[src/hw/owp_pkg.sv]
// Purpose: constants and types for the one-time-programmable word programmer
// Assumes: 10 MHz clk_sys; supplies switched by external regulators on enable pins
// Notes:   times are kept in ns and converted to cycles here
package owp_pkg;

  localparam int          ADDR_W          = 17;
  localparam int          DATA_W          = 16;
  localparam int          CLK_PERIOD_NS   = 100;
  // nominal 50 us sits mid-window of 47.5..52.5 us
  localparam int          PULSE_NS        = 50000;
  localparam int          PULSE_MIN_NS    = 47500;
  localparam int          PULSE_MAX_NS    = 52500;
  localparam int          PULSE_CYC       = PULSE_NS / CLK_PERIOD_NS;
  // setup/hold times of 2 us, and supply settling between switch steps
  localparam int          SETUP_NS        = 2000;
  localparam int          SETUP_CYC       = (SETUP_NS + CLK_PERIOD_NS - 1) / CLK_PERIOD_NS;
  localparam int          OE_ACCESS_NS    = 150;
  localparam int          OE_ACCESS_CYC   = (OE_ACCESS_NS + CLK_PERIOD_NS - 1) / CLK_PERIOD_NS;
  localparam logic [3:0]  MAX_RETRY       = 4'ha;
  localparam logic [15:0] TIMER_W1        = 16'h0001;

  typedef enum logic [1:0] {
    OWP_OP_PROGRAM,
    OWP_OP_READ_ID,
    OWP_OP_NONE
  } owp_op_t;

  // supply selection lines to the external regulators
  typedef struct packed {
    logic vcc_prog;   // logic supply at programming level (6.5 V) else 5.0 V
    logic vpp_on;     // programming supply at 13.0 V else 5.0 V
    logic vcc_on;     // logic supply present
  } owp_supply_t;

  typedef struct packed {
    logic              busy;
    logic              done;
    logic              pass;
    logic              fail;
  } owp_status_t;

endpackage : owp_pkg

[src/hw/owp_programmer.sv]
// Purpose: drives an OTP word memory through its pins with the rapid algorithm
// Assumes: image words come from a same-clock source addressed by img_addr
// Notes:   one-cycle image latency; all outputs registered; ce freezes state
`timescale 1ns/1ns
module owp_programmer #(
  parameter int unsigned WORDS     = 131072,
  parameter int unsigned PULSE_CYC = owp_pkg::PULSE_CYC,
  parameter int unsigned SETUP_CYC = owp_pkg::SETUP_CYC
) (
  input  wire logic                         clk_sys,
  input  wire logic                         rst_n,
  input  wire logic                         ce,
  input  wire logic                         start,
  input  wire owp_pkg::owp_op_t             op,
  input  wire logic [owp_pkg::DATA_W-1:0]   img_data,
  output logic      [owp_pkg::ADDR_W-1:0]   img_addr,
  output logic      [owp_pkg::ADDR_W-1:0]   mem_addr,
  output logic                              chip_sel_n,
  output logic                              out_en_n,
  output logic                              program_strobe_n,
  output logic                              id_select_address_line,
  input  wire logic [owp_pkg::DATA_W-1:0]   mem_data_in,
  output logic      [owp_pkg::DATA_W-1:0]   mem_data_out,
  output logic                              mem_data_oe_n,
  output owp_pkg::owp_supply_t              supply,
  output owp_pkg::owp_status_t              status,
  output logic      [owp_pkg::DATA_W-1:0]   id_maker,
  output logic      [owp_pkg::DATA_W-1:0]   id_type,
  output logic      [owp_pkg::ADDR_W-1:0]   fail_addr
);

  typedef enum logic [4:0] {
    S_IDLE, S_VCC_UP, S_VPP_UP, S_P1_SETUP, S_P1_PULSE, S_P1_HOLD,
    S_V_SETUP, S_V_READ, S_V_CHECK, S_R_SETUP, S_R_PULSE, S_R_HOLD,
    S_VPP_DN, S_VCC_DN, S_F_SETUP, S_F_READ, S_F_CHECK,
    S_ID_SETUP, S_ID_READ, S_ID_NEXT, S_ID_END, S_END
  } owp_state_t;

  owp_state_t                    state_r;
  logic [15:0]                   timer_r;
  logic [owp_pkg::ADDR_W-1:0]    addr_r;
  logic [3:0]                    retry_r;
  logic                          bad_r;
  logic                          final_fail_r;
  logic [owp_pkg::DATA_W-1:0]    din_s1_r;
  logic [owp_pkg::DATA_W-1:0]    din_s2_r;

  localparam logic [owp_pkg::ADDR_W-1:0] LAST_ADDR = owp_pkg::ADDR_W'(WORDS - 1);

  function automatic logic [15:0] cyc(input int unsigned n);
    cyc = 16'(n);
  endfunction : cyc

  wire logic timer_done = (timer_r == 16'h0000);
  wire logic last_addr  = (addr_r == LAST_ADDR);

  // ------------------------------------------------------------
  // pin input synchroniser
  // ------------------------------------------------------------
  always_ff @(posedge clk_sys) begin
    if (!rst_n) begin
      din_s1_r <= 16'h0000;
      din_s2_r <= 16'h0000;
    end else if (ce) begin
      din_s1_r <= mem_data_in;
      din_s2_r <= din_s1_r;
    end
  end

  // ------------------------------------------------------------
  // sequencer
  // ------------------------------------------------------------
  always_ff @(posedge clk_sys) begin
    if (!rst_n) begin
      state_r      <= S_IDLE;
      timer_r      <= 16'h0000;
      addr_r       <= '0;
      retry_r      <= 4'h0;
      bad_r        <= 1'b0;
      final_fail_r <= 1'b0;
    end else if (ce) begin
      if (!timer_done) begin
        timer_r <= timer_r - owp_pkg::TIMER_W1;
      end
      case (state_r)
        S_IDLE: begin
          if (start && op == owp_pkg::OWP_OP_PROGRAM) begin
            addr_r       <= '0;
            bad_r        <= 1'b0;
            final_fail_r <= 1'b0;
            timer_r      <= cyc(SETUP_CYC);
            state_r      <= S_VCC_UP;
          end else if (start && op == owp_pkg::OWP_OP_READ_ID) begin
            addr_r  <= '0;
            timer_r <= cyc(SETUP_CYC);
            state_r <= S_ID_SETUP;
          end
        end
        // both supplies rise on the same edge, so neither leads the other
        S_VCC_UP: if (timer_done) begin
          timer_r <= cyc(SETUP_CYC);
          state_r <= S_VPP_UP;
        end
        S_VPP_UP: if (timer_done) begin
          timer_r <= cyc(SETUP_CYC);
          state_r <= S_P1_SETUP;
        end
        // load one short: a timed state lasts one cycle past the zero count
        S_P1_SETUP: if (timer_done) begin
          timer_r <= cyc(PULSE_CYC - 1);
          state_r <= S_P1_PULSE;
        end
        S_P1_PULSE: if (timer_done) begin
          timer_r <= cyc(SETUP_CYC);
          state_r <= S_P1_HOLD;
        end
        // single pulse per word, no read-back in this pass
        S_P1_HOLD: if (timer_done) begin
          timer_r <= cyc(SETUP_CYC);
          if (last_addr) begin
            addr_r  <= '0;
            retry_r <= 4'h0;
            state_r <= S_V_SETUP;
          end else begin
            addr_r  <= addr_r + 1'b1;
            state_r <= S_P1_SETUP;
          end
        end
        S_V_SETUP: if (timer_done) begin
          timer_r <= cyc(owp_pkg::OE_ACCESS_CYC + 2);
          state_r <= S_V_READ;
        end
        S_V_READ: if (timer_done) begin
          state_r <= S_V_CHECK;
        end
        S_V_CHECK: begin
          timer_r <= cyc(SETUP_CYC);
          if (din_s2_r == img_data) begin
            retry_r <= 4'h0;
            if (last_addr) begin
              state_r <= S_VPP_DN;
            end else begin
              addr_r  <= addr_r + 1'b1;
              state_r <= S_V_SETUP;
            end
          end else if (retry_r == owp_pkg::MAX_RETRY) begin
            bad_r   <= 1'b1;
            state_r <= S_VPP_DN;
          end else begin
            retry_r <= retry_r + 4'h1;
            state_r <= S_R_SETUP;
          end
        end
        // data and strobe settle before every retry pulse, as in the first pass
        S_R_SETUP: if (timer_done) begin
          timer_r <= cyc(PULSE_CYC - 1);
          state_r <= S_R_PULSE;
        end
        S_R_PULSE: if (timer_done) begin
          timer_r <= cyc(SETUP_CYC);
          state_r <= S_R_HOLD;
        end
        S_R_HOLD: if (timer_done) begin
          timer_r <= cyc(SETUP_CYC);
          state_r <= S_V_SETUP;
        end
        // programming supply off before the logic supply drops
        S_VPP_DN: if (timer_done) begin
          timer_r <= cyc(SETUP_CYC);
          state_r <= S_VCC_DN;
        end
        S_VCC_DN: if (timer_done) begin
          timer_r <= cyc(SETUP_CYC);
          addr_r  <= '0;
          state_r <= bad_r ? S_END : S_F_SETUP;
        end
        S_F_SETUP: if (timer_done) begin
          timer_r <= cyc(owp_pkg::OE_ACCESS_CYC + 2);
          state_r <= S_F_READ;
        end
        S_F_READ: if (timer_done) begin
          state_r <= S_F_CHECK;
        end
        S_F_CHECK: begin
          timer_r <= cyc(SETUP_CYC);
          if (din_s2_r != img_data) begin
            final_fail_r <= 1'b1;
          end
          if (last_addr) begin
            state_r <= S_END;
          end else begin
            addr_r  <= addr_r + 1'b1;
            state_r <= S_F_SETUP;
          end
        end
        S_ID_SETUP: if (timer_done) begin
          timer_r <= cyc(owp_pkg::OE_ACCESS_CYC + 2);
          state_r <= S_ID_READ;
        end
        S_ID_READ: if (timer_done) begin
          state_r <= S_ID_NEXT;
        end
        S_ID_NEXT: begin
          timer_r <= cyc(SETUP_CYC);
          if (addr_r[0]) begin
            state_r <= S_ID_END;
          end else begin
            addr_r  <= addr_r + 1'b1;
            state_r <= S_ID_SETUP;
          end
        end
        S_ID_END: if (timer_done) begin
          state_r <= S_END;
        end
        S_END: state_r <= S_IDLE;
        default: state_r <= S_IDLE;
      endcase
    end
  end

  // ------------------------------------------------------------
  // pins and results
  // ------------------------------------------------------------
  wire logic pulsing  = (state_r == S_P1_PULSE) || (state_r == S_R_PULSE);
  wire logic prog_win = (state_r == S_P1_SETUP) || (state_r == S_P1_HOLD) || pulsing ||
                        (state_r == S_R_SETUP) || (state_r == S_R_HOLD);
  wire logic reading  = (state_r == S_V_READ) || (state_r == S_F_READ) || (state_r == S_ID_READ);
  wire logic hi_vcc   = (state_r >= S_VCC_UP) && (state_r <= S_VPP_DN);
  wire logic hi_vpp   = (state_r >= S_VCC_UP) && (state_r <= S_R_HOLD);
  wire logic id_mode  = (state_r >= S_ID_SETUP) && (state_r <= S_ID_END);

  always_ff @(posedge clk_sys) begin
    if (!rst_n) begin
      img_addr               <= '0;
      mem_addr               <= '0;
      chip_sel_n             <= 1'b1;
      out_en_n               <= 1'b1;
      program_strobe_n       <= 1'b1;
      id_select_address_line <= 1'b0;
      mem_data_out           <= 16'h0000;
      mem_data_oe_n          <= 1'b1;
      supply                 <= '0;
    end else if (ce) begin
      img_addr               <= addr_r;
      mem_addr               <= addr_r;
      chip_sel_n             <= !(pulsing || reading);
      out_en_n               <= !reading;
      program_strobe_n       <= !prog_win;
      id_select_address_line <= id_mode;
      mem_data_out           <= img_data;
      mem_data_oe_n          <= !prog_win;
      supply.vcc_on          <= (state_r != S_IDLE);
      supply.vcc_prog        <= hi_vcc;
      supply.vpp_on          <= hi_vpp;
    end
  end

  always_ff @(posedge clk_sys) begin
    if (!rst_n) begin
      status    <= '0;
      id_maker  <= 16'h0000;
      id_type   <= 16'h0000;
      fail_addr <= '0;
    end else if (ce) begin
      status.busy <= (state_r != S_IDLE);
      if (state_r == S_IDLE && start && op != owp_pkg::OWP_OP_NONE) begin
        status.done <= 1'b0;
        status.pass <= 1'b0;
        status.fail <= 1'b0;
      end
      if (state_r == S_V_CHECK && din_s2_r != img_data && retry_r == owp_pkg::MAX_RETRY) begin
        fail_addr <= addr_r;
      end
      if (state_r == S_ID_NEXT) begin
        // upper byte of the id word reads as zero
        if (addr_r[0]) id_type  <= {8'h00, din_s2_r[7:0]};
        else           id_maker <= {8'h00, din_s2_r[7:0]};
      end
      if (state_r == S_END) begin
        status.done <= 1'b1;
        status.pass <= !bad_r && !final_fail_r && !id_select_address_line;
        status.fail <= bad_r || final_fail_r;
      end
    end
  end

endmodule : owp_programmer

[config.mk]
export PLATFORM = sky130hd
export DESIGN_NAME = owp_programmer
export DESIGN_NICKNAME = d
export VERILOG_FILES = /design/src/hw/owp_pkg.sv /design/src/hw/owp_programmer.sv
export SDC_FILE = /design/constraint.sdc
export NUM_CORES = 1
export LEC_CHECK = 0
export BUFFER_PORTS_ARGS = -buffer_cell sky130_fd_sc_hd__buf_2
export CAP_MARGIN = 20
export CORE_ASPECT_RATIO = 0.6
export CORE_MARGIN = 2
export CORE_UTILIZATION = 45
export CTS_CLUSTER_DIAMETER = 50
export DETAILED_ROUTE_END_ITERATION = 12
export MAX_ROUTING_LAYER = met4
export PLACE_DENSITY = 0.79
export SYNTH_ARGS = -nofsm -noshare
export SYNTH_HDL_FRONTEND = slang
export SYNTH_SLANG_ARGS = --single-unit
[constraint.sdc]
create_clock -name clk_sys -period 3.7 [get_ports clk_sys]
set_clock_uncertainty 0.1 [all_clocks]
set_input_delay 0.185 -clock clk_sys [delete_from_list [all_inputs] [get_ports clk_sys]]
set_output_delay 0.185 -clock clk_sys [all_outputs]
set_load 0.05 [all_outputs]
After elaboration in Yosys (flattened, before gate mapping)
Cells that the tools add are included.
Storage, ports and cells
  register bits after elaboration: 152
  input port bits: 38
  output and inout bits: 111
  word-level logic and storage cells: 191
Cells by class
  add/sub/neg operators: 3
  order comparisons: 5
  equal/unequal tests: 53
  multiplexer cells: 56
  bitwise gates (word level): 1
  reduce and logical (&&, ||, !) cells: 49
Operator list (number)
  17-bit 2-to-1 mux: 8
  5-bit 2-to-1 mux: 22
  5-bit one-hot mux with 21 select lines: 1
  17-bit one-hot mux with 6 select lines: 1
  16-bit 2-to-1 mux: 6
  16-bit one-hot mux with 5 select lines: 1
  2-bit inequality test (second input constant): 24
  5-bit by 4-bit equality test with 1-bit output (second input constant): 8
  5-bit equality test (second input constant): 6
  5-bit by 3-bit equality test with 1-bit output (second input constant): 4
  4-bit 2-to-1 mux: 5
  19-bit AND reduction: 1
  17-bit by 1-bit adder with 17-bit output (second input constant): 1
  17-bit equality test (second input constant): 1
  16-bit equality test: 1
  16-bit logical NOT: 1
  16-bit inequality test: 1
  16-bit by 1-bit subtractor with 16-bit output (second input constant): 1
  3-bit 2-to-1 mux: 5
  1-bit logical AND: 11
  5-bit by 2-bit equality test with 1-bit output (second input constant): 2
  5-bit by 4-bit less-or-equal comparator with 1-bit output (second input constant): 2
  5-bit AND reduction: 2
  1-bit logical OR: 9
  other kinds (27): 43

Longest topological paths before layout
  depth after elaboration: 6
  depth in mapped cells: 15
  depth with buffers taken out: 12

Worst setup path after synthesis
Ideal clock, no wire load.
  path kind: register to register
  start: register addr_r[5] in the netlist's numbering
  end: register addr_r[8] in the netlist's numbering
  library setup time: 123 ps
  data arrival time: 2870 ps
  data required time: 3477 ps
  slack: 607 ps
  cell stages (with the launch flop): 16
  buffers on the path: 3
  period minus slack after synthesis: 3093 ps
  cells stage by stage: dfxtp_1 clkbuf_1 and4_1 and3_1 and3_1 nand3_1 nor2_1 ha_1 inv_1 a21oi_1 o21ai_1 o211ai_2 clkbuf_1 clkbuf_1 o22ai_1 o2bb2ai_1
On the way
  word-level cells in the longest chain between the ends: 4
  elaborated cells on any way between the ends: 8
  those cells by class: 1 x add/sub; 1 x eq/ne; 6 x mux
RTL lines
  start, declared: RTL line owp_programmer.sv:41  | logic [owp_pkg::ADDR_W-1:0] addr_r;
  start signal, assigned: RTL line owp_programmer.sv:125  | addr_r <= addr_r + 1'b1;
  start signal, assigned: RTL line owp_programmer.sv:143  | addr_r <= addr_r + 1'b1;
  start signal, assigned: RTL line owp_programmer.sv:192  | addr_r <= addr_r + 1'b1;
  17-bit by 1-bit adder with 17-bit output / 17-bit equality test (equally long branches)
  17-bit 2-to-1 mux, on equally long branches: RTL line owp_programmer.sv:140, owp_programmer.sv:189, owp_programmer.sv:120
  17-bit 2-to-1 mux, on equally long branches: RTL line owp_programmer.sv:138, owp_programmer.sv:118
  17-bit one-hot mux with 6 select lines (*): RTL line owp_programmer.sv:85  | case (state_r)
Mark *: on every way between the ends. The rest lies on a longest branch, timed or not. The select of a mux whose other input is x is not followed.
A chain may end at the register's enable or synchronous reset.

Worst setup path after layout
  start: register addr_r[5] in the netlist's numbering
  end: register addr_r[3] in the netlist's numbering
On the way
  word-level cells in the longest chain between the ends: 4
  elaborated cells on any way between the ends: 6
  those cells by class: 1 x eq/ne; 5 x mux
RTL lines
  17-bit equality test (*): RTL line owp_programmer.sv:55  | wire logic last_addr = (addr_r == LAST_ADDR);
  17-bit 2-to-1 mux, on equally long branches (2 in series)
  17-bit one-hot mux with 6 select lines (*): RTL line owp_programmer.sv:85
Marked as above.

==> key figures <==
Critical path
  • CP delay by family, top: compound AO/OA/AOI/OAI gates
  • CP Max Fanout: 27
  • Startpoint types: flop
  • FF-to-FF setup slack: 0.40 ns
  • CP required: 3.89 ns
  • Worst path cell trace: and4_1, and3_1, and3_1, nand3_1, nor2_1, ha_1, inv_1, a21oi_1, o21ai_1, o211ai_4, buf_4, o41ai_1, a21oi_1
  • Worst r2r src: addr_r[5]
  • Setup CP Type: flop to flop
  • CP bufs+invs: 2
  • CP Capture Type: flop
  • Reg2Reg Capture Point: addr_r[3]
  • Critical Path AT: 3.49 ns
  • Slowest-stage cell, CP: dfxtp_1
  • Cells on worst reg2reg path: 13
  • Critical path's largest stage delay: 0.41 ns

Layout
  • Multi-input logic area: 0.00396 mm²
  • Register area: 0.00304 mm²
  • Area Overhead vs Synth: 22.1%
  • Antenna cells: 0
  • Fill cells: 1,413
  • Nets: 1,051
  • Final cell count without fillers: 1,245
  • Share of cells above drive strength 1: 20.3%
  • Final Util: 56.2%

Clock network
  • Clock transition at the registers of the reported paths: 0.07 ns
  • H-Tree Depth: 4
  • Total CTS buffers: 17
  • Clk_lat worst skew: 0.42 ns
  • Post-CTS Setup Inserts: 0
  • CTS max path bufs: 2
  • Root buf cell: clkbuf_16
  • Clk sinks: 152
  • CTS tree: built

Global route
  • Largest net degree at the start of global routing: 64
  • Initial antenna violation count: 0
  • Tot GR Track Use: 24.9%
  • First-pass GRT wire length: 34,100 µm
  • GRT Residual Overflow: 0
  • Vias in the first global route: 6,400

Yosys
  • Syn_area_per_cell: 8.57 µm²
  • Number of synthesized flops with an enable pin: 0
  • Yosys cell types: 72
  • Asr flop ratio synth: 0%
  • YS warnings: 0
  • Prevailing post-synth register cell: dfxtp_1
  • Mapped Cells: 873
  • #FFs+latches synth: 152
  • Post-Syn Area: 0.00748 mm²
  • Register area share after synthesis: 40.7%

Timing
  • Final period util: 89.2%
  • Unrepaired setup endpoints after global routing: false
  • TNS Setup: 0 ns
  • Min cycle time layout: 3.30 ns
  • Final Slew Violations: 0
  • Worst rel slew slack: 42.0%
  • Hold_ws: 0.0660 ns
  • Slew @ Worst Pin: 0.870 ns
  • Hold Violations, Final: 0
  • FMAX: 0.303 GHz
  • Final setup viols: 0

Drt
  • DRC: 0
  • Vias: 6,896
  • DRT Pass-1 Iters: 6
  • Antenna-violating nets left: 0
  • Via density: 5.54
  • Iter 0 DRT Violations: 735
  • Routed len/inst: 17.4 µm
  • Total Routed Length: 21,700 µm

Power
  • Peak VDD IR: 0.000398 V
  • Cell Pwr Density: 749 mW/mm²
  • Leak Pwr: 3.99 nW

Min path
  • Hold endpoint: final_fail_r
  • HP Start: op[0]
  • Hold depth: 5
  • Hold Path Class: primary input to flop

Placement
  • IO buf count: 132
  • # placed instances: 1,181
  • Detailed Place HPWL: 14,400 µm
  • RD Place Congestion: 1.03

Floorplan
  • Die Span Y: 104 µm
  • Boundary Pins: 149
  • Row cnt: 36
  • Die area: 0.0177 mm²
  • DIE WIDTH: 170 µm
  • Initial Util: 46.0%
  • CORE AREA: 0.0163 mm²

Flow run
  • Max_cap viols: 0

Outcome
  • Status: completed
kinds of logic after synthesis:
| kind of cell | count (synthesis) | share of synthesized area (%) |
|---|---|---|
| adders and majority gates | 9 | 1.51 |
| other | 1 | 0.0501 |
| DFF | 152 | 40.7 |
| and+or+nand+nor | 318 | 20.0 |
| muxes | 99 | 13.2 |
| AOI/OAI and AO/OA | 162 | 14.2 |
| xor gates and xnor gates | 26 | 3.04 |
| buffers and inverters | 106 | 7.24 |
layout by cell type, fill, tap and decap left out, types with 3 or more instances in the layout:
cell	instances
nor3_1	13
and3_1	5
nand4_1	4
a21o_1	3
o31ai_1	12
o22ai_1	6
inv_8	4
clkbuf_16	17
nor4_1	12
mux2i_1	99
o21ai_1	14
nor2b_1	9
nand2b_1	5
xor2_1	22
ha_1	9
o21ai_0	18
nand2_1	73
buf_2	131
dfxtp_1	152
buf_4	25
conb_1	16
xnor2_1	4
or3_1	5
inv_1	10
inv_2	3
nand3_1	29
nor2_1	126
a311oi_1	3
a21oi_1	56
inv_6	6
a211oi_1	4
a31oi_1	7
or4_1	15
o211ai_1	4
o32ai_1	3
or2_2	5
dlygate4sd3_1	32
timing repair:
| item | in CTS | in global routing |
|---|---|---|
| hold buffers | 32 | 0 |
| endpoints found under the hold margin | 32 | 0 |
| setup endpoints to repair | 0 | 2 |
| resized for setup | 0 | 1 |
worst max path at each step:
stage | startpoint | end | slack, ns | depth (start not counted)
after global routing | addr_r[6] | addr_r[3] | 0.14 | 13
after floorplan | addr_r[5] | addr_r[8] | 0.61 | 15
after CTS | addr_r[6] | addr_r[3] | 0.27 | 13
after detailed placement | addr_r[6] | addr_r[3] | 0.32 | 13
final | addr_r[5] | addr_r[3] | 0.40 | 13
after global placement | addr_r[6] | addr_r[3] | 0.44 | 13
worst register-to-register path, stage by stage, from the launching register on:
cell and delay [ns]:
dfxtp_1 0.41, and4_1 0.25, and3_1 0.21, and3_1 0.20, nand3_1 0.12, nor2_1 0.07, ha_1 0.27, inv_1 0.16
a21oi_1 0.09, o21ai_1 0.30, o211ai_4 0.30, buf_4 0.25, o41ai_1 0.34, a21oi_1 0.11
report_power, final:
part / leakage [nW] / total [mW] / internal (mW) / switching [mW]
Clock: 0.300 / 1.82 / 1.04 / 0.779
Combinational: 2.46 / 2.98 / 1.05 / 1.93
Sequential: 1.24 / 2.04 / 1.80 / 0.238
layout make-up:
| type | count | area share [%] |
|---|---|---|
| timing repair buffer | 189 | 13.0 |
| clock inverter | 14 | 1.86 |
| clock buffer | 18 | 4.81 |
| sequential | 152 | 33.3 |
| multi-input combinational | 630 | 43.4 |
| tap | 228 | 3.12 |
| inverter | 14 | 0.575 |
cells in the mapped netlist (all sizes together), types with 2 or more instances:
cell type | instances | area share [%]
or4 | 17 | 1.8
o41ai | 2 | 0.23
nand3 | 29 | 1.9
mux2i | 99 | 13
clkbuf | 47 | 2.4
o31ai | 14 | 1.5
ha | 9 | 1.5
nand2 | 73 | 3.7
o21ai | 33 | 2.4
a21o | 3 | 0.30
nand3b | 2 | 0.20
a21oi | 57 | 4.0
a31oi | 7 | 0.59
and3 | 5 | 0.42
buf | 45 | 4.2
nor2b | 9 | 0.75
nand4 | 4 | 0.33
xnor2 | 4 | 0.47
o211ai | 5 | 0.57
nor3b | 2 | 0.20
nor4 | 12 | 1.0
a2111oi | 2 | 0.23
o221ai | 2 | 0.23
o221a | 2 | 0.30
or2 | 5 | 0.42
a32o | 2 | 0.27
o21a | 2 | 0.20
nand2b | 5 | 0.42
and2 | 2 | 0.17
a311oi | 3 | 0.35
o22ai | 6 | 0.50
dfxtp | 152 | 41
and4 | 2 | 0.23
inv | 13 | 0.65
o2bb2ai | 2 | 0.23
nor3 | 14 | 1.0
xor2 | 22 | 2.6
nor4b | 2 | 0.23
nor2 | 127 | 6.4
or3 | 5 | 0.42
a211oi | 4 | 0.40
o32ai | 3 | 0.35
metrics by stage:
step	setup WS, ns	total power [mW]	area [µm²]
finish	0.400	6.84	9140
global route	0.144	7.20	9140
CTS	0.275	6.75	9130
detailed placement	0.325	4.89	8200
global placement	0.441	4.86	8200
floorplan	0.607	4.18	7540
layer usage:
metal	wire, µm	up-vias	global-route usage (%)
li1	-	3311	-
met1	10300	3237	35.5
met2	9230	329	36.0
met3	1960	19	6.01
met4	210	0	5.13
met5	0	-	-
state kept, by name (all words and copies together), names as in the netlist, 5 cells and up:
name,count
din_s1_r,16
timer_r,16
fail_addr,17
mem_addr,17
state_r,5
id_maker,8
id_type,8
mem_data_out,16
addr_r,17
din_s2_r,16
Power figures use the tool's default switching activity.
